--- src/verilog/ics_cfg.svh ---
// Purpose: Constants for the interrupt recognition and context-switch block.
// Assumes: Byte addresses are 14 bits wide, words are 16 bits.
// Notes: Definitions only.
`ifndef ICS_CFG_SVH
`define ICS_CFG_SVH
`define ICS_ADDR_W 14
`define ICS_MEM_BYTES 16384
`define ICS_VEC_RESET 14'h0000
`define ICS_VEC_L1 14'h0004
`define ICS_VEC_L2 14'h0008
`define ICS_VEC_L3 14'h000c
`define ICS_VEC_L4 14'h0010
`define ICS_VEC_BOOT 14'h3ffc
`define ICS_XOP_BASE 14'h0040
`define ICS_XOP_LAST 14'h007f
`define ICS_WR13_OFS 14'h001a
`define ICS_WR14_OFS 14'h001c
`define ICS_WR15_OFS 14'h001e
`define ICS_MASK_MSB 15
`define ICS_MASK_LSB 12
`define ICS_CODE_L4 3'h6
`define ICS_CODE_L3 3'h5
`define ICS_CODE_L2 3'h4
`define ICS_CODE_L1 3'h3
`define ICS_CODE_RST1 3'h1
`define ICS_CODE_RST0 3'h0
`define ICS_CODE_BOOT 3'h2
`define ICS_CODE_NONE 3'h7
`define ICS_RESET_MIN_CYC 3
`endif

--- src/verilog/ics_pkg.sv ---
// Purpose: Types for the interrupt recognition and context-switch block.
// Assumes: Constants live in ics_cfg.svh.
// Notes: None.
package ics_pkg;
   typedef enum logic [3:0] {
      ICS_IDLE = 4'h0,
      ICS_VWP = 4'h1,
      ICS_VPC = 4'h3,
      ICS_SWP = 4'h2,
      ICS_SPC = 4'h6,
      ICS_SST = 4'h7,
      ICS_RWP = 4'h5,
      ICS_RPC = 4'h4,
      ICS_RST = 4'hc,
      ICS_HOLD = 4'hd
   } ics_state_t;

   typedef enum logic [1:0] {
      ICS_SRC_NONE = 2'h0,
      ICS_SRC_INT = 2'h1,
      ICS_SRC_BOOT = 2'h2,
      ICS_SRC_SW = 2'h3
   } ics_src_t;

   typedef struct packed {
      logic req;
      logic we;
      logic [13:0] addr;
      logic [15:0] wdata;
   } ics_mem_t;

   typedef struct packed {
      logic [15:0] pc;
      logic [15:0] wp;
      logic [15:0] st;
   } ics_ctx_t;

   typedef struct packed {
      ics_state_t state;
      ics_ctx_t ctx;
      ics_ctx_t old;
      logic [15:0] new_wp;
      logic [15:0] vec_wp;
      logic [2:0] code_s1;
      logic [2:0] code_s2;
      logic [1:0] rst_cnt;
      logic in_reset;
      logic inhibit;
      logic [3:0] new_mask;
      logic clr_all;
      logic is_return_restore_context;
      ics_mem_t mem;
      logic done;
   } ics_state_all_t;
endpackage : ics_pkg

--- src/verilog/ics_core.sv ---
// Purpose: Interrupt recognition and context switching through memory.
// Assumes: Word memory port presents rdata in the same cycle as mem_ack for a granted read.
// Notes: The instruction engine signals completion on instr_done and requests
//        software context switches on sw_req.
`timescale 1ns/10ps
`include "ics_cfg.svh"

// Summary of operation
// - Memory is byte addressed; words sit on even addresses, high byte first.
// - The byte address space is at most 16,384 bytes.
// - Bytes 0 to 3 hold the reset workspace pointer and program counter.
// - The bootstrap trap vector sits at 3ffc.
// - Extended operation vectors come from 0040 through 007f.
// - External level vectors lie in 0004 through 0013.
// - Program counter points at next instruction and steps after each fetch.
// - Workspace register address is workspace pointer plus twice register number.
// - A full switch uses two fetch and three store words overall.
// - Context switch serves software calls, returns, interrupts, reset and bootstrap.
// - Five levels; level 0 is reset, levels 1 to 4 external.
// - Pending level at or below mask is taken after current instruction.
// - The vector pair is fetched first.
// - Old pointer, counter and status go into registers 13, 14, 15.
// - Mask becomes serviced level minus one.
// - No further interrupt until first service instruction has run.
// - Higher level during service causes a nested switch; return restores.
// - Code 110..011 are levels 4..1, 00x reset, 010 bootstrap, 111 none.
// - Levels vector at 0010, 000c, 0008, 0004; reset and bootstrap ignore mask.
// - Interrupt code inputs are synchronized before use.
// - Bootstrap trap runs after current instruction and clears the mask.
// - Reset code holds reset and blocks strobes; removal vectors at level 0.
module ics_core
   import ics_pkg::*;
(
   input wire logic clk,
   input wire logic rst_n,
   input wire logic clk_en,
   input wire logic [2:0] interrupt_code_inputs,
   input wire logic instr_done,
   input wire logic instruction_acquire,
   input wire logic pc_step,
   input wire logic sw_req,
   input wire logic sw_is_return_restore_context,
   input wire logic [13:0] sw_vector,
   input wire logic [15:0] status_in,
   input wire logic status_load,
   output logic [13:0] mem_addr,
   output logic mem_req,
   output logic mem_we,
   output logic [15:0] mem_wdata,
   input wire logic mem_ack,
   input wire logic [15:0] mem_rdata,
   output logic [15:0] program_counter,
   output logic [15:0] workspace_ptr,
   output logic [15:0] processor_status,
   output logic switch_busy,
   output logic switch_done,
   output logic hold_reset,
   output logic write_strobe_allow,
   output logic bit_io_strobe_allow
);

   // ----------------------------------------
   // Helpers
   // ----------------------------------------
   function automatic logic [13:0] reg_addr(input logic [15:0] wp, input logic [13:0] ofs);
      reg_addr = 14'(wp[13:0] + ofs) & 14'h3ffe;
   endfunction : reg_addr

   function automatic logic [2:0] code_level(input logic [2:0] code);
      case (code)
         `ICS_CODE_L4: code_level = 3'h4;
         `ICS_CODE_L3: code_level = 3'h3;
         `ICS_CODE_L2: code_level = 3'h2;
         `ICS_CODE_L1: code_level = 3'h1;
         default: code_level = 3'h0;
      endcase
   endfunction : code_level

   function automatic logic [13:0] level_vec(input logic [2:0] lvl);
      case (lvl)
         3'h4: level_vec = `ICS_VEC_L4;
         3'h3: level_vec = `ICS_VEC_L3;
         3'h2: level_vec = `ICS_VEC_L2;
         3'h1: level_vec = `ICS_VEC_L1;
         default: level_vec = `ICS_VEC_RESET;
      endcase
   endfunction : level_vec

   ics_state_all_t s_reg;
   ics_state_all_t s_next;
   logic [2:0] code;
   logic [2:0] lvl;
   logic is_reset;
   logic is_boot;
   logic int_ok;

   assign code = s_reg.code_s2;
   assign lvl = code_level(code);
   assign is_reset = (code == `ICS_CODE_RST0) || (code == `ICS_CODE_RST1);
   assign is_boot = (code == `ICS_CODE_BOOT);
   // Levels compare against mask; the inhibit flag covers the first service instruction.
   assign int_ok = (lvl != 3'h0) && ({1'b0, lvl} <= s_reg.ctx.st[`ICS_MASK_MSB:`ICS_MASK_LSB])
                   && !s_reg.inhibit;

   // ----------------------------------------
   // Next state
   // ----------------------------------------
   always_comb begin
      s_next = s_reg;
      s_next.done = 1'b0;
      s_next.code_s1 = interrupt_code_inputs;
      s_next.code_s2 = s_reg.code_s1;
      if (status_load && s_reg.state == ICS_IDLE) begin
         s_next.ctx.st = status_in;
      end
      if (pc_step && s_reg.state == ICS_IDLE) begin
         s_next.ctx.pc = s_reg.ctx.pc + 16'h0002;
      end
      if (instr_done && s_reg.state == ICS_IDLE) begin
         s_next.inhibit = 1'b0;
      end
      case (s_reg.state)
         ICS_IDLE: begin
            if (is_reset) begin
               s_next.state = ICS_HOLD;
               s_next.in_reset = 1'b1;
            end else if (instr_done && is_boot) begin
               s_next.vec_wp = {2'h0, `ICS_VEC_BOOT};
               s_next.new_mask = 4'h0;
               s_next.clr_all = 1'b0;
               s_next.is_return_restore_context = 1'b0;
               s_next.state = ICS_VWP;
            end else if (instr_done && int_ok) begin
               s_next.vec_wp = {2'h0, level_vec(lvl)};
               s_next.new_mask = {1'b0, lvl} - 4'h1;
               s_next.clr_all = 1'b0;
               s_next.is_return_restore_context = 1'b0;
               s_next.state = ICS_VWP;
            end else if (sw_req) begin
               // Software switches: call and extended operation vector, return reads 13-15.
               s_next.vec_wp = {2'h0, sw_vector};
               s_next.is_return_restore_context = sw_is_return_restore_context;
               s_next.new_mask = s_reg.ctx.st[`ICS_MASK_MSB:`ICS_MASK_LSB];
               s_next.clr_all = 1'b0;
               s_next.state = sw_is_return_restore_context ? ICS_RWP : ICS_VWP;
            end
            s_next.old = s_reg.ctx;
            if (s_next.state == ICS_VWP || s_next.state == ICS_RWP) begin
               s_next.mem.req = 1'b1;
               s_next.mem.we = 1'b0;
               // Select by the state taken, so an interrupt that wins over a return still fetches its vector.
               s_next.mem.addr = (s_next.state == ICS_RWP) ? reg_addr(s_reg.ctx.wp, `ICS_WR13_OFS)
                                                                  : s_next.vec_wp[13:0];
            end
         end
         ICS_HOLD: begin
            // Held reset keeps both write strobes off until the code is removed and rst_cnt has counted to ICS_RESET_MIN_CYC - 1.
            if (!is_reset && s_reg.rst_cnt == 2'(`ICS_RESET_MIN_CYC - 1)) begin
               s_next.in_reset = 1'b0;
               s_next.vec_wp = {2'h0, `ICS_VEC_RESET};
               s_next.new_mask = 4'h0;
               s_next.clr_all = 1'b1;
               s_next.is_return_restore_context = 1'b0;
               s_next.state = ICS_VWP;
               s_next.mem = '{req: 1'b1, we: 1'b0, addr: `ICS_VEC_RESET, wdata: 16'h0000};
            end else if (s_reg.rst_cnt != 2'(`ICS_RESET_MIN_CYC - 1)) begin
               s_next.rst_cnt = s_reg.rst_cnt + 2'h1;
            end
         end
         ICS_VWP: if (mem_ack) begin
            s_next.new_wp = mem_rdata;
            s_next.state = ICS_VPC;
            s_next.mem.addr = s_reg.mem.addr + 14'h0002;
         end
         ICS_VPC: if (mem_ack) begin
            s_next.ctx.pc = mem_rdata;
            s_next.ctx.wp = s_reg.new_wp;
            s_next.state = ICS_SWP;
            s_next.mem = '{req: 1'b1, we: 1'b1, addr: reg_addr(s_reg.new_wp, `ICS_WR13_OFS),
                           wdata: s_reg.old.wp};
         end
         ICS_SWP: if (mem_ack) begin
            s_next.state = ICS_SPC;
            s_next.mem.addr = reg_addr(s_reg.ctx.wp, `ICS_WR14_OFS);
            s_next.mem.wdata = s_reg.old.pc;
         end
         ICS_SPC: if (mem_ack) begin
            s_next.state = ICS_SST;
            s_next.mem.addr = reg_addr(s_reg.ctx.wp, `ICS_WR15_OFS);
            s_next.mem.wdata = s_reg.old.st;
         end
         ICS_SST: if (mem_ack) begin
            s_next.state = ICS_IDLE;
            s_next.mem = '0;
            s_next.done = 1'b1;
            s_next.inhibit = 1'b1;
            if (s_reg.clr_all) begin
               s_next.ctx.st = 16'h0000;
            end else begin
               s_next.ctx.st[`ICS_MASK_MSB:`ICS_MASK_LSB] = s_reg.new_mask;
            end
         end
         ICS_RWP: if (mem_ack) begin
            s_next.new_wp = mem_rdata;
            s_next.state = ICS_RPC;
            s_next.mem.addr = reg_addr(s_reg.ctx.wp, `ICS_WR14_OFS);
         end
         ICS_RPC: if (mem_ack) begin
            s_next.ctx.pc = mem_rdata;
            s_next.state = ICS_RST;
            s_next.mem.addr = reg_addr(s_reg.ctx.wp, `ICS_WR15_OFS);
         end
         ICS_RST: if (mem_ack) begin
            s_next.ctx.st = mem_rdata;
            s_next.ctx.wp = s_reg.new_wp;
            s_next.state = ICS_IDLE;
            s_next.mem = '0;
            s_next.done = 1'b1;
         end
         default: s_next.state = ICS_IDLE;
      endcase
      if (is_reset && s_reg.state != ICS_HOLD) begin
         s_next.state = ICS_HOLD;
         s_next.in_reset = 1'b1;
         s_next.rst_cnt = 2'h0;
         s_next.mem = '0;
      end
   end

   // ----------------------------------------
   // State register
   // ----------------------------------------
   always_ff @(posedge clk) begin
      if (!rst_n) begin
         s_reg <= '{state: ICS_HOLD, code_s1: `ICS_CODE_NONE, code_s2: `ICS_CODE_NONE,
                    in_reset: 1'b1, default: '0};
      end else if (clk_en) begin
         s_reg <= s_next;
      end
   end

   assign mem_addr = s_reg.mem.addr;
   assign mem_req = s_reg.mem.req;
   assign mem_we = s_reg.mem.we;
   assign mem_wdata = s_reg.mem.wdata;
   assign program_counter = s_reg.ctx.pc;
   assign workspace_ptr = s_reg.ctx.wp;
   assign processor_status = s_reg.ctx.st;
   assign switch_busy = (s_reg.state != ICS_IDLE) && (s_reg.state != ICS_HOLD);
   assign switch_done = s_reg.done;
   assign hold_reset = s_reg.in_reset;
   assign write_strobe_allow = !s_reg.in_reset;
   assign bit_io_strobe_allow = !s_reg.in_reset;

   // ----------------------------------------
   // Checks
   // ----------------------------------------
   even_word_a: assert property (@(posedge clk) disable iff (!rst_n) mem_req |-> !mem_addr[0])
      else $error("Odd word address.");
   reset_block_a: assert property (@(posedge clk) disable iff (!rst_n)
      (clk_en && is_reset) |=> hold_reset && !write_strobe_allow)
      else $error("Reset code did not block strobes.");
   mask_set_a: assert property (@(posedge clk) disable iff (!rst_n)
      (clk_en && s_reg.state == ICS_SST && mem_ack && !is_reset && !s_reg.clr_all)
      |=> processor_status[15:12] == $past(s_reg.new_mask))
      else $error("Mask not set after switch.");
   store_order_a: assert property (@(posedge clk) disable iff (!rst_n)
      (clk_en && s_reg.state == ICS_VPC && mem_ack && !is_reset)
      |=> mem_we && mem_addr == 14'($past(s_reg.new_wp) & 16'h3ffe) + `ICS_WR13_OFS && mem_wdata == s_reg.old.wp)
      else $error("Old pointer not stored first.");
   vec_first_a: assert property (@(posedge clk) disable iff (!rst_n)
      (s_reg.state == ICS_VWP) |-> mem_req && !mem_we)
      else $error("Vector not read first.");
   inhibit_set_a: assert property (@(posedge clk) disable iff (!rst_n)
      switch_done && !s_reg.is_return_restore_context |-> s_reg.inhibit)
      else $error("Inhibit not set after switch.");
   status_clr_a: assert property (@(posedge clk) disable iff (!rst_n)
      (switch_done && s_reg.clr_all) |-> processor_status == 16'h0000)
      else $error("Status not cleared after reset.");
   level_vec_a: assert property (@(posedge clk) disable iff (!rst_n)
      (clk_en && s_reg.state == ICS_IDLE && instr_done && int_ok && !is_reset && !is_boot)
      |=> mem_addr == level_vec($past(lvl)))
      else $error("Wrong level vector.");

   // ----------------------------------------
   // Checks on vectors and stores
   // ----------------------------------------
   boot_vec_a: assert property (@(posedge clk) disable iff (!rst_n)
      (clk_en && s_reg.state == ICS_IDLE && instr_done && is_boot)
      |=> mem_req && !mem_we && mem_addr == `ICS_VEC_BOOT)
      else $error("Bootstrap vector not fetched.");
   reset_vec_a: assert property (@(posedge clk) disable iff (!rst_n)
      (clk_en && s_reg.state == ICS_HOLD && !is_reset && s_reg.rst_cnt == 2'(`ICS_RESET_MIN_CYC - 1))
      |=> mem_req && !mem_we && mem_addr == `ICS_VEC_RESET && !hold_reset)
      else $error("Reset vector not fetched.");
   vec_pc_a: assert property (@(posedge clk) disable iff (!rst_n)
      (clk_en && s_reg.state == ICS_VWP && mem_ack && !is_reset)
      |=> mem_req && !mem_we && mem_addr == $past(mem_addr) + 14'h0002)
      else $error("Vector counter word not fetched next.");
   store_pc_a: assert property (@(posedge clk) disable iff (!rst_n)
      (clk_en && s_reg.state == ICS_SWP && mem_ack && !is_reset)
      |=> mem_we && mem_addr == reg_addr(workspace_ptr, `ICS_WR14_OFS) && mem_wdata == s_reg.old.pc)
      else $error("Old counter not stored second.");
   store_st_a: assert property (@(posedge clk) disable iff (!rst_n)
      (clk_en && s_reg.state == ICS_SPC && mem_ack && !is_reset)
      |=> mem_we && mem_addr == reg_addr(workspace_ptr, `ICS_WR15_OFS) && mem_wdata == s_reg.old.st)
      else $error("Old status not stored third.");
   done_idle_a: assert property (@(posedge clk) disable iff (!rst_n)
      switch_done |-> !switch_busy && !mem_req)
      else $error("Memory still busy after switch.");

   // ----------------------------------------
   // Checks on recognition
   // ----------------------------------------
   sync_path_a: assert property (@(posedge clk) disable iff (!rst_n)
      clk_en |=> s_reg.code_s2 == $past(s_reg.code_s1))
      else $error("Code synchroniser skipped a stage.");
   pc_step_a: assert property (@(posedge clk) disable iff (!rst_n)
      (clk_en && s_reg.state == ICS_IDLE && pc_step) |=> program_counter == $past(program_counter) + 16'h0002)
      else $error("Program counter did not step.");
   hold_quiet_a: assert property (@(posedge clk) disable iff (!rst_n)
      (s_reg.state == ICS_HOLD) |-> hold_reset && !mem_req && !bit_io_strobe_allow)
      else $error("Held reset let a strobe or request through.");
   mask_gate_a: assert property (@(posedge clk) disable iff (!rst_n)
      (clk_en && s_reg.state == ICS_IDLE && instr_done && !is_reset && !is_boot && !sw_req
       && ({1'b0, lvl} > s_reg.ctx.st[`ICS_MASK_MSB:`ICS_MASK_LSB])) |=> !switch_busy)
      else $error("Masked level was taken.");
   inhibit_block_a: assert property (@(posedge clk) disable iff (!rst_n)
      (clk_en && s_reg.state == ICS_IDLE && s_reg.inhibit && !is_reset && !is_boot && !sw_req)
      |=> !switch_busy)
      else $error("Interrupt taken while inhibited.");
   return_read_a: assert property (@(posedge clk) disable iff (!rst_n)
      (clk_en && s_reg.state == ICS_IDLE && sw_req && sw_is_return_restore_context && !instr_done && !is_reset)
      |=> mem_req && !mem_we && mem_addr == reg_addr($past(workspace_ptr), `ICS_WR13_OFS))
      else $error("Return did not read register 13 first.");
endmodule : ics_core

--- config.mk ---
export PLATFORM = sky130hd
export DESIGN_NAME = ics_core
export DESIGN_NICKNAME = d
export VERILOG_FILES = /design/src/verilog/ics_pkg.sv /design/src/verilog/ics_core.sv
export VERILOG_INCLUDE_DIRS = /design/src /design/src/verilog
export SDC_FILE = /design/constraint.sdc
export NUM_CORES = 1
export LEC_CHECK = 0
export BUFFER_PORTS_ARGS = -buffer_cell sky130_fd_sc_hd__buf_2
export CAP_MARGIN = 20
export CORE_UTILIZATION = 50
export CTS_BUF_LIST = sky130_fd_sc_hd__clkbuf_16
export DETAILED_ROUTE_END_ITERATION = 6
export GPL_TIMING_DRIVEN = 0
export PLACE_DENSITY = 0.81
export SYNTH_ARGS = -nofsm -noshare
export SYNTH_HDL_FRONTEND = slang
export SYNTH_SLANG_ARGS = --single-unit
--- constraint.sdc ---
create_clock -name clk -period 8.8 [get_ports clk]
set_input_delay 0 -clock clk [delete_from_list [all_inputs] [get_ports clk]]
set_output_delay 0 -clock clk [all_outputs]
set_load 0.02 [all_outputs]
; Word level (Yosys, flattened, before mapping)
; Cells that the tools add are included.
[totals]
ff_bits = 178
in_bits = 59
output_inout_bits = 85
word_cells = 173
[classes]
addsub = 8
magnitude_cmp = 1
n_eq_ne = 40
n_mux = 63
n_reduce_logical = 40
[op_table]
columns = op, n
row1 = $mux W14, 9
row2 = $pmux W14 S9, 1
row3 = $mux W32, 3
row4 = $pmux W16 S2, 3
row5 = $pmux W16 S5, 1
row6 = $mux W16, 4
row7 = $mux W30, 2
row8 = $add A14 B5 Y14 const B, 4
row9 = $mux W4, 13
row10 = $mux W38, 1
row11 = $mux W36, 1
row12 = $pmux W4 S9, 1
row13 = $mux W33, 1
row14 = $pmux W14 S2, 1
row15 = $mux W6, 4
row16 = $ne A3 B3 Y1 const B, 7
row17 = $eq A4 B3 Y1 const B, 5
row18 = $mux W20, 1
row19 = $pmux W5 S4, 1
row20 = $add A16 B2 Y16 const B, 1
row21 = $add A14 B2 Y14 const B, 1
row22 = $eq A3 B2 Y1 const B, 4
row23 = $eq A3 B3 Y1 const B, 4
row24 = $mux W12, 1
row25 = other kinds (41), 78

; Logic depth before layout (Yosys ltp)
; Gate-level depths: netlist of the first run.
[logic_depth]
ltp_word = 15
ltp_mapped = 13
mapped_depth_nobuf = 10

; Worst setup path before layout of the first run
; Ideal clock, no wire load.
[synth_timing]
kind = flip-flop to flip-flop
start = reg s_reg, in the netlist code[2]
end = reg s_reg, in the netlist mem_addr[13]
setup_time_ns = 0.117
arrival_ns = 2.791
required_ns = 8.683
path_slack_ns = 5.892
path_stages_with_launch = 10
n_path_buf = 2
period_less_slack_ns = 2.908
cell_sequence = dfxtp_1 -> buf_1 -> nor2b_1 -> ha_1 -> and3b_1 -> o21ai_0 -> a211oi_2 -> clkbuf_1 -> a221o_1 -> a32o_1
[synth_via]
elab_chain_len = 15
elab_cells_between_ends = 43
cone_classes = order compare (1) / eq/ne (17) / mux (12) / reduce/logical (13)
[synth_lines]
columns = element, line_no
row1 = from (decl), ics_core.sv:89  ; ics_state_all_t s_reg;
row2 = from (signal assigned), ics_core.sv:235  ; s_reg <= '{state: ICS_HOLD, code_s1: `ICS_CODE_NONE, code_s2: `ICS_CODE_NONE,
row3 = from (signal assigned), ics_core.sv:238  ; s_reg <= s_next;
row4 = $eq A3 B2 Y1 / $eq A3 B3 Y1 (equally long branches), ics_core.sv:70  ; case (code)
row5 = $pmux W3 S4, ics_core.sv:70
row6 = $le A3 B4 Y1 / $reduce_bool A3 Y1 (equally long branches), ics_core.sv:102  ; assign int_ok = (lvl != 3'h0) && ({1'b0, lvl} <= s_reg.ctx.st[`ICS_MASK_MSB:`ICS_MASK_LSB])
row7 = $logic_and A1 B1 Y1 (2 in series), ics_core.sv:102
row8 = $logic_and A1 B1 Y1, ics_core.sv:133  ; end else if (instr_done && int_ok) begin
row9 = $mux W4, ics_core.sv:133
row10 = $mux W4, ics_core.sv:127  ; end else if (instr_done && is_boot) begin
row11 = $mux W4, ics_core.sv:124  ; if (is_reset) begin
row12 = $mux W4, ics_core.sv:122  ; case (s_reg.state)
row13 = $eq A4 B3 Y1, "ics_core.sv:148, ics_core.sv:152"
row14 = $mux W14, ics_core.sv:152  ; s_next.mem.addr = (s_next.state == ICS_RWP) ? reg_addr(s_reg.ctx.wp, `ICS_WR13_OFS)
row15 = $mux W16, ics_core.sv:148  ; if (s_next.state == ICS_VWP || s_next.state == ICS_RWP) begin
row16 = $pmux W14 S9, ics_core.sv:122
row17 = $mux W32, ics_core.sv:222  ; if (is_reset && s_reg.state != ICS_HOLD) begin
; Parallel ways exist; a longest one is shown, timed or not. The select of a mux whose other input is x is not followed.
; A chain may end at the register's enable or synchronous reset.

; Final worst setup path of the first run
; Same ends and word-level chain as after synthesis.

==> summary.md, run 1 <==
| Metric | Value |
|---|---|
| Data arrival at the endpoint of the critical path | `4.05 ns` |
| Clock tree from TritonCTS | `done` |
| Clk_lat worst skew | `0.45 ns` |
| Post CTS Setup Buffer Count | `0` |
| Total number of yosys warnings | `0` |
| Dpl hpwl | `26300 um` |
| Number of H-tree branching levels | `4` |
| Xor-xnor portion of the synthesized cell area | `0.0353` |
| Area share of the largest cell type after synthesis | `0.342` |
| Final net count | `1597` |
| Pre-antenna DRT Iters | `7` |
| Leakage power | `4.82 nW` |
| Die span in y | `146 um` |
| GRT Total Usage | `0.324` |
| Worst hold slack across all endpoints | `0.00828 ns` |
| Count of inserted antenna diode cells | `0` |
| Worst setup path class | `flip-flop to flip-flop` |
| Most frequent cells in the layout | `193 x sky130_fd_sc_hd__nand2_1, 178 x sky130_fd_sc_hd__dfxtp_1, 157 x sky130_fd_sc_hd__buf_2` |
| Max Clk Rate | `269 MHz` |
| Ratio of total power to cell area | `182 nW/um^2` |
| Global-route wire length before repair | `54400 um` |
| Layout cells sized above 1 | `0.197` |
| Via Count | `10900` |
| TNS Setup | `0 ns` |
| CP Data Required Time | `9.14 ns` |
| CTS resizes | `0` |
| Simple-gate area share of the yosys netlist | `0.206` |
| Status | `completed` |
| Num CTS Buffers | `17` |
| Max-capacitance violation count | `0` |
| Top cell type by total area after synthesis | `sky130_fd_sc_hd__dfxtp_1` |
| Hold crit path type | `input port to flip-flop` |
| Total detailed-routing wirelength | `35500 um` |
| Number of endpoints failing setup at the final stage | `0` |
| Critical Path Start Type | `flip-flop` |
| Final cycle utilization of the critical path | `0.422` |
| Clock net sink count | `178` |
| Most common library cell in the layout ignoring fill and taps | `sky130_fd_sc_hd__nand2_1` |
| Initial Utilization | `0.512` |
| Vias in the first global route | `9905` |
| Die Width | `146 um` |
| Clock-pin transition on the worst setup and hold timing paths | `0.08 ns` |
| Worst Tran Pin Value | `1.20 ns` |
| Portion of netlist area occupied by mux cells | `0.0597` |
| Number of rows created at floorplan | `52` |
| Max-slew violation count | `0` |
| Kind of end point of the critical path | `flip-flop` |
| Post-route ant nets | `0` |
| Core box area | `20400 um^2` |
| Count of input and output buffers | `140` |
| Compound-Gate Fraction of Synth Area | `0.232` |
| Antenna violations before repair | `0` |
| Total Die Area | `21400 um^2` |
| Adder-cell area share of the yosys netlist | `0.0214` |
| Post-synthesis sequential area ratio | `0.342` |
| Clock tree skew after final layout | `0.00929 ns` |
| Leading post-synthesis cells by cell area | `sky130_fd_sc_hd__dfxtp_1 34%, sky130_fd_sc_hd__nand2_1 6.9%, sky130_fd_sc_hd__a21oi_1 6.2%, sky130_fd_sc_hd__buf_4 6.0%, sky130_fd_sc_hd__mux2i_1 5.9%` |
| Cell area after synthesis | `10400 um^2` |
| Post-synthesis cell type count | `79` |
| Per-cell routed wire length | `19.7 um` |
| Final critical-path required period | `3.72 ns` |
| Combinational family with the most area after synthesis | `compound AO/OA/AOI/OAI gates` |
| Pin count of the biggest net entering global routing | `20` |
| Final hold viol count | `0` |
| Async set or reset register ratio after synthesis | `0` |
| Clock tree root buffer cell | `sky130_fd_sc_hd__clkbuf_16` |
| Area overhead of the layout relative to synthesis | `20.0%` |
| Count of flip-flops with a built-in enable after synthesis | `0` |
| Iter 0 DRT Violations | `1226` |
| Maximum number of buffers from clock root to sink | `2` |
| Worst-case vdd ir drop | `146 uV` |
| Max transition margin | `0.196` |
| CP Cell Sequence | `buf_1 -> nor2b_1 -> ha_1 -> and3b_1 -> o21ai_0 -> a211oi_2 -> clkbuf_1 -> a221o_1 -> a32o_1` |
| Crit-path slowest cell | `sky130_fd_sc_hd__nor2b_1` |
| Routability-driven placement congestion ratio | `0.970` |
| Top Family by Delay on Critical Path | `compound AO/OA/AOI/OAI gates` |
| Remaining Overflow, GRT | `0` |
| Count of state elements after synthesis | `178` |
| Flip-flop count of the largest register, all copies and words added | `90` |
| Detailed-route DRC error count | `0` |
| Post-synthesis average cell area | `7.90 um^2` |
| RSZ-0062 raised after global routing | `no` |
| Combined buffer and inverter count along the critical path | `2` |
| Flip-flop cell with the highest count after synthesis | `sky130_fd_sc_hd__dfxtp_1` |
| Crit path largest cell delay | `0.50 ns` |
| Post-synthesis cell count | `1319` |
| Worst Path Max Fanout | `10` |
| Number of I/O pins | `144` |
| Number of hold buffers added after cts | `43` |
| Via-per-instance ratio | `6.05` |
| Post-synth net total | `1395` |
worst min-delay path: cells and delay by family:
kind            cells  cell delay (ns)
compound gates      2             0.19
simple gates        1             0.14
buf+inv             1             0.08
synthesized netlist by cell type, types with 6 or more instances:
cell type / instances
sky130_fd_sc_hd__a221oi_1: 9
sky130_fd_sc_hd__nand2b_1: 13
sky130_fd_sc_hd__a211oi_1: 8
sky130_fd_sc_hd__a21oi_1: 130
sky130_fd_sc_hd__nor2_1: 118
sky130_fd_sc_hd__nand3b_1: 17
sky130_fd_sc_hd__nand3_1: 27
sky130_fd_sc_hd__buf_4: 84
sky130_fd_sc_hd__dfxtp_1: 178
sky130_fd_sc_hd__xor2_1: 15
sky130_fd_sc_hd__a32o_1: 13
sky130_fd_sc_hd__o211ai_1: 20
sky130_fd_sc_hd__a31oi_1: 7
sky130_fd_sc_hd__buf_1: 6
sky130_fd_sc_hd__buf_2: 17
sky130_fd_sc_hd__inv_1: 22
sky130_fd_sc_hd__nand2_1: 193
sky130_fd_sc_hd__or2_2: 6
sky130_fd_sc_hd__a22oi_1: 37
sky130_fd_sc_hd__a221o_1: 10
sky130_fd_sc_hd__a21o_1: 6
sky130_fd_sc_hd__xnor2_1: 27
sky130_fd_sc_hd__clkbuf_1: 67
sky130_fd_sc_hd__ha_1: 17
sky130_fd_sc_hd__a2bb2oi_1: 12
sky130_fd_sc_hd__nand4_1: 16
sky130_fd_sc_hd__nor3_1: 20
sky130_fd_sc_hd__mux2i_1: 61
sky130_fd_sc_hd__and2_1: 10
sky130_fd_sc_hd__o21ai_0: 48
final cells by class:
type / count / area [um^2]
Multi-Input combinational cell: 943 / 5770
Timing Repair Buffer: 183 / 1130
Fill cell: 1796 / 7860
Inverter: 23 / 86.3
Tap cell: 270 / 338
Clock buffer: 17 / 425
Buffer: 175 / 1000
Clock inverter: 15 / 190
Sequential cell: 178 / 3560
logic make-up (layout without fill, tap and decap cells):
| family | Yosys count | in the layout |
|---|---|---|
| simple gates | 459 | 459 |
| compound gates | 362 | 362 |
| buf+inv | 198 | 413 |
| flops | 178 | 178 |
| mux | 62 | 62 |
| xor+xnor | 42 | 42 |
| fa+ha+maj | 18 | 18 |
metrics by stage:
| step | total power [W] | setup slack (ns) | instance area (um^2) | util | instances |
|---|---|---|---|---|---|
| floorplan | 0.00129 | 5.89 | 10400 | - | 1319 |
| global placement | 0.00147 | 5.23 | 11500 | 0.563 | 1729 |
| detailed placement | 0.00148 | 5.20 | 11500 | 0.563 | 1729 |
| CTS | 0.00226 | 5.17 | 12500 | 0.614 | 1804 |
| global route | 0.00236 | 4.87 | 12500 | 0.614 | 1804 |
| finish | 0.00228 | 5.08 | 12500 | 0.614 | 1804 |
power by group:
group	total, W	leakage [nW]	internal [W]	switching (W)
logic	0.000621	3.09	0.000230	0.000390
clock network	0.000791	0.300	0.000410	0.000381
registers	0.000864	1.44	0.000832	0.0000316
routing by layer:
layer  up-vias  global-route usage  part of all wire
li1       5022                   -                 -
met1      5201               0.443              0.43
met2       603               0.516              0.45
met3        96              0.0488             0.089
met4         0               0.117             0.031
met5         -                   0                 0
final timing paths:
kind | startpoint | slack (ns) | cells after the start | to
max | code[2] | 5.08 | 9 | mem_addr[13]
max reg2reg | code[2] | 5.08 | 9 | mem_addr[13]
min | status_in[12] | 0.008 | 4 | processor_status[12]
min reg2reg | s_reg[114] | 0.46 | 2 | s_reg[114]
Power figures use the tool's default switching activity.
==> inputs of run 2 (changes only) <==
--- a/config.mk
+++ b/config.mk
@@ -6,6 +6,7 @@
 export SDC_FILE = /design/constraint.sdc
 export NUM_CORES = 1
 export LEC_CHECK = 0
+export ABC_AREA = 1
 export BUFFER_PORTS_ARGS = -buffer_cell sky130_fd_sc_hd__buf_2
 export CAP_MARGIN = 20
 export CORE_UTILIZATION = 50
==> constraint.sdc (replaced) <==
create_clock -name clk -period 3.56 [get_ports clk]
set_input_delay 0 -clock clk [delete_from_list [all_inputs] [get_ports clk]]
set_output_delay 0 -clock clk [all_outputs]
set_load 0.02 [all_outputs]
==> run 2 against run 1 <==
Effect of this change: the run now ends with DRC left; final cell count up 16%; non-clock buffer count down 27; die area up 1.7%; clock skew up 0.0050 ns; critical endpoint is now mem_addr[12]; largest power group is now combinational logic.
==> summary.md, run 2 <==
| Metric | Value |
|---|---|
| Worst-case vdd ir drop | `276 uV (+90%)` |
| Hold crit path type | `input port to flip-flop` |
| Area share of the largest cell type after synthesis | `0.336 (-0.00573)` |
| Count of inserted antenna diode cells | `0 (unchanged)` |
| Proportion of power drawn by combinational gates | `0.398 (+0.125)` |
| Flip-flop count of the largest register, all copies and words added | `90 (unchanged)` |
| Layout Cell Area excl Fill | `12600 um^2 (+0.52%)` |
| Final total power | `0.00742 W (+230%)` |
| Post-synthesis average cell area | `6.57 um^2 (-17%)` |
| Detailed-route DRC error count | `10 (+10)` |
| Clk_lat worst skew | `0.45 ns (about the same)` |
| TNS Setup | `0 ns (unchanged)` |
| Per-cell routed wire length | `17.9 um (-8.8%)` |
| Global-route wire length before repair | `57800 um (+6.3%)` |
| Total detailed-routing wirelength | `37400 um (+5.5%)` |
| Clock tree root buffer cell | `sky130_fd_sc_hd__clkbuf_16` |
| Area overhead of the layout relative to synthesis | `18.6%` |
| Dpl hpwl | `28600 um (+8.9%)` |
| Max-slew violation count | `0 (unchanged)` |
| GRT Total Usage | `0.342 (+0.0182)` |
| Post CTS Setup Buffer Count | `0 (unchanged)` |
| Dominant cell by count in the synthesized netlist | `sky130_fd_sc_hd__nand2_1` |
| Remaining Overflow, GRT | `0 (unchanged)` |
| Leakage power | `5.57 nW (+16%)` |
| Data arrival at the endpoint of the critical path | `3.68 ns (-0.37 ns)` |
| Final net count | `1880 (+18%)` |
| Top cell type by total area after synthesis | `sky130_fd_sc_hd__dfxtp_1` |
| Leading post-synthesis cells by cell area | `sky130_fd_sc_hd__dfxtp_1 34%, sky130_fd_sc_hd__nand2_1 12%, sky130_fd_sc_hd__a21oi_1 8.8%, sky130_fd_sc_hd__o21ai_0 7.8%, sky130_fd_sc_hd__nand3_1 5.8%` |
| Via Count | `11900 (+9.1%)` |
| Max transition margin | `0.491 (+0.295)` |
| Routability-driven placement congestion ratio | `1.05 (+8.2%)` |
| Antenna violations before repair | `0 (unchanged)` |
| Layout cells sized above 1 | `0.170 (-0.0268)` |
| Final cycle utilization of the critical path | `0.929 (+0.507)` |
| Clock tree skew after final layout | `0.0143 ns (+0.00504 ns)` |
| Total Die Area | `21800 um^2 (+1.7%)` |
| Number of endpoints failing setup at the final stage | `0 (unchanged)` |
| Final hold viol count | `0 (unchanged)` |
| CP Data Required Time | `3.93 ns (-5.21 ns)` |
| Async set or reset register ratio after synthesis | `0 (unchanged)` |
| Post-synth net total | `1690 (+21%)` |
| Number of H-tree branching levels | `4 (unchanged)` |
| Count of flip-flops with a built-in enable after synthesis | `0 (unchanged)` |
| Startpoint of the most critical register-to-register path | `code[2]` |
| Number of I/O pins | `144 (unchanged)` |
| Total internal power | `0.00430 W (+190%)` |
| Initial Utilization | `0.517 (+0.00542)` |
| Via-per-instance ratio | `5.71 (-5.7%)` |
| Flip-flop cell with the highest count after synthesis | `sky130_fd_sc_hd__dfxtp_1` |
| Share of total power in sequential cells | `0.335 (-0.045)` |
| Post-synth top cells | `352 x sky130_fd_sc_hd__nand2_1, 187 x sky130_fd_sc_hd__a21oi_1, 178 x sky130_fd_sc_hd__dfxtp_1` |
| Most common library cell in the layout ignoring fill and taps | `sky130_fd_sc_hd__nand2_1` |
| Max-capacitance violation count | `0 (unchanged)` |
| Die span in y | `148 um (+0.84%)` |
| Placed standard-cell area | `11600 um^2 (+1.6%)` |
| Core box area | `20500 um^2 (+0.64%)` |
| Worst Tran Pin Value | `0.763 ns (-0.434 ns)` |
| Clock tree from TritonCTS | `done` |
| Max Clk Rate | `302 MHz (+12%)` |
| Maximum number of buffers from clock root to sink | `2 (unchanged)` |
| Switching Fraction | `0.421 (+0.0683)` |
| Status | `finished with violations` |
| Die Width | `148 um (+0.84%)` |
| Pre-antenna DRT Iters | `7 (unchanged)` |
| Post-route ant nets | `0 (unchanged)` |
| Iter 0 DRT Violations | `1370 (+12%)` |
| Vias in the first global route | `10700 (+8.3%)` |
| Clock-pin transition on the worst setup and hold timing paths | `0.08 ns (about the same)` |
| Post-synthesis sequential area ratio | `0.336 (-0.00573)` |
| Net switching power of the design | `0.00313 W (+290%)` |
| Number of rows created at floorplan | `52 (unchanged)` |
| RSZ-0062 raised after global routing | `no` |
| Num CTS Buffers | `17 (unchanged)` |
| Violations in the final reports | `DRC` |
| Worst setup path class | `flip-flop to flip-flop` |
| Kind of end point of the critical path | `flip-flop` |
| Worst hold start | `mem_rdata[12]` |
| Worst Path Max Fanout | `10 (unchanged)` |
| Count of state elements after synthesis | `178 (unchanged)` |
| Count of input and output buffers | `140 (unchanged)` |
| Post-synthesis cell type count | `44 (-44%)` |
| Cell area after synthesis | `10600 um^2 (+1.7%)` |
| Clock network power share | `0.267 (-0.081)` |
| Pin count of the biggest net entering global routing | `19 (-5.0%)` |
| Most frequent cells in the layout | `352 x sky130_fd_sc_hd__nand2_1, 187 x sky130_fd_sc_hd__a21oi_1, 178 x sky130_fd_sc_hd__dfxtp_1` |
| Startpoint of the worst setup timing path | `code[2]` |
| Clock net sink count | `178 (unchanged)` |
| Post-synthesis cell count | `1614 (+22%)` |
| Final critical-path required period | `3.31 ns (-0.409 ns)` |
| Ratio of total power to cell area | `590 nW/um^2 (+220%)` |
| Total number of yosys warnings | `0 (unchanged)` |
| Critical Path Start Type | `flip-flop` |
run 2: power groups by stage:
stage	combinational [W]	clock, W	sequential (W)
floorplan	0.00208	0	0.00243
CTS	0.00288	0.00198	0.00247
global route	0.00324	0.00207	0.00251
global placement	0.00279	0	0.00251
detailed placement	0.00283	0	0.00252
finish	0.00295	0.00198	0.00249
run 2: what timing repair did:
item	in CTS	in global routing
gates resized for setup	0	2
endpoints found under the setup margin	0	17
hold endpoints to repair	37	0
hold buffers	31	0
run 2: cell type report:
cell class | count | area (um^2)
clock buffers | 17 | 425
well taps | 270 | 338
clock inverters | 15 | 190
flip-flops and latches | 178 | 3560
inverters | 159 | 597
fillers | 1940 | 7920
plain buffers | 160 | 933
repair buffers | 171 | 1010
multi-input cells | 1117 | 5520
run 2: worst max-delay path: stages, from the launching register on:
cell and delay, ns:
sky130_fd_sc_hd__dfxtp_1 0.35, sky130_fd_sc_hd__inv_1 0.10, sky130_fd_sc_hd__nor2_2 0.19, sky130_fd_sc_hd__inv_1 0.13, sky130_fd_sc_hd__a21oi_1 0.21, sky130_fd_sc_hd__inv_1 0.14
sky130_fd_sc_hd__ha_1 0.24, sky130_fd_sc_hd__ha_1 0.22, sky130_fd_sc_hd__nor3_2 0.26, sky130_fd_sc_hd__nand2_1 0.19, sky130_fd_sc_hd__nand4_1 0.15, sky130_fd_sc_hd__nand2_1 0.07
sky130_fd_sc_hd__nor2_1 0.29, sky130_fd_sc_hd__buf_2 0.30, sky130_fd_sc_hd__nand2_1 0.12, sky130_fd_sc_hd__nand3_1 0.10, sky130_fd_sc_hd__nand2_1 0.05, sky130_fd_sc_hd__a21oi_1 0.11
run 2: kinds of logic (layout without fill, tap and decap cells):
family,after synthesis,after routing,share of synthesized area
compound gates,429,429,0.219
xor+xnor,22,22,0.0182
fa+ha+maj,17,17,0.0201
buf+inv,319,522,0.144
flops,178,178,0.336
mux,1,1,0.000944
simple gates,648,648,0.261
run 2: worst paths after layout:
check                       to  slack [ns]  depth (start not counted)
setup / recovery  mem_addr[12]        0.25                         17
hold / removal       s_reg[77]        0.02                          3
setup reg to reg  mem_addr[12]        0.25                         17
hold reg to reg     s_reg[119]        0.46                          2
run 2: routing by layer:
metal | track usage | vias to the layer above | part of all wire
li1 | - | 5678 | -
met4 | 0.127 | 0 | 0.037
met2 | 0.537 | 711 | 0.44
met1 | 0.459 | 5414 | 0.42
met3 | 0.0750 | 110 | 0.11
met5 | 0 | - | 0
run 2: stage by stage:
step	utilization	std cells	hold WS (ns)	setup slack [ns]
finish	0.613	2087	0.0218	0.253
global route	0.613	2087	0.00424	0.0280
CTS	0.613	2087	0.0175	0.0923
detailed placement	0.568	2024	0.217	0.108
global placement	0.568	2024	0.216	0.235
floorplan	-	1614	0.126	0.772
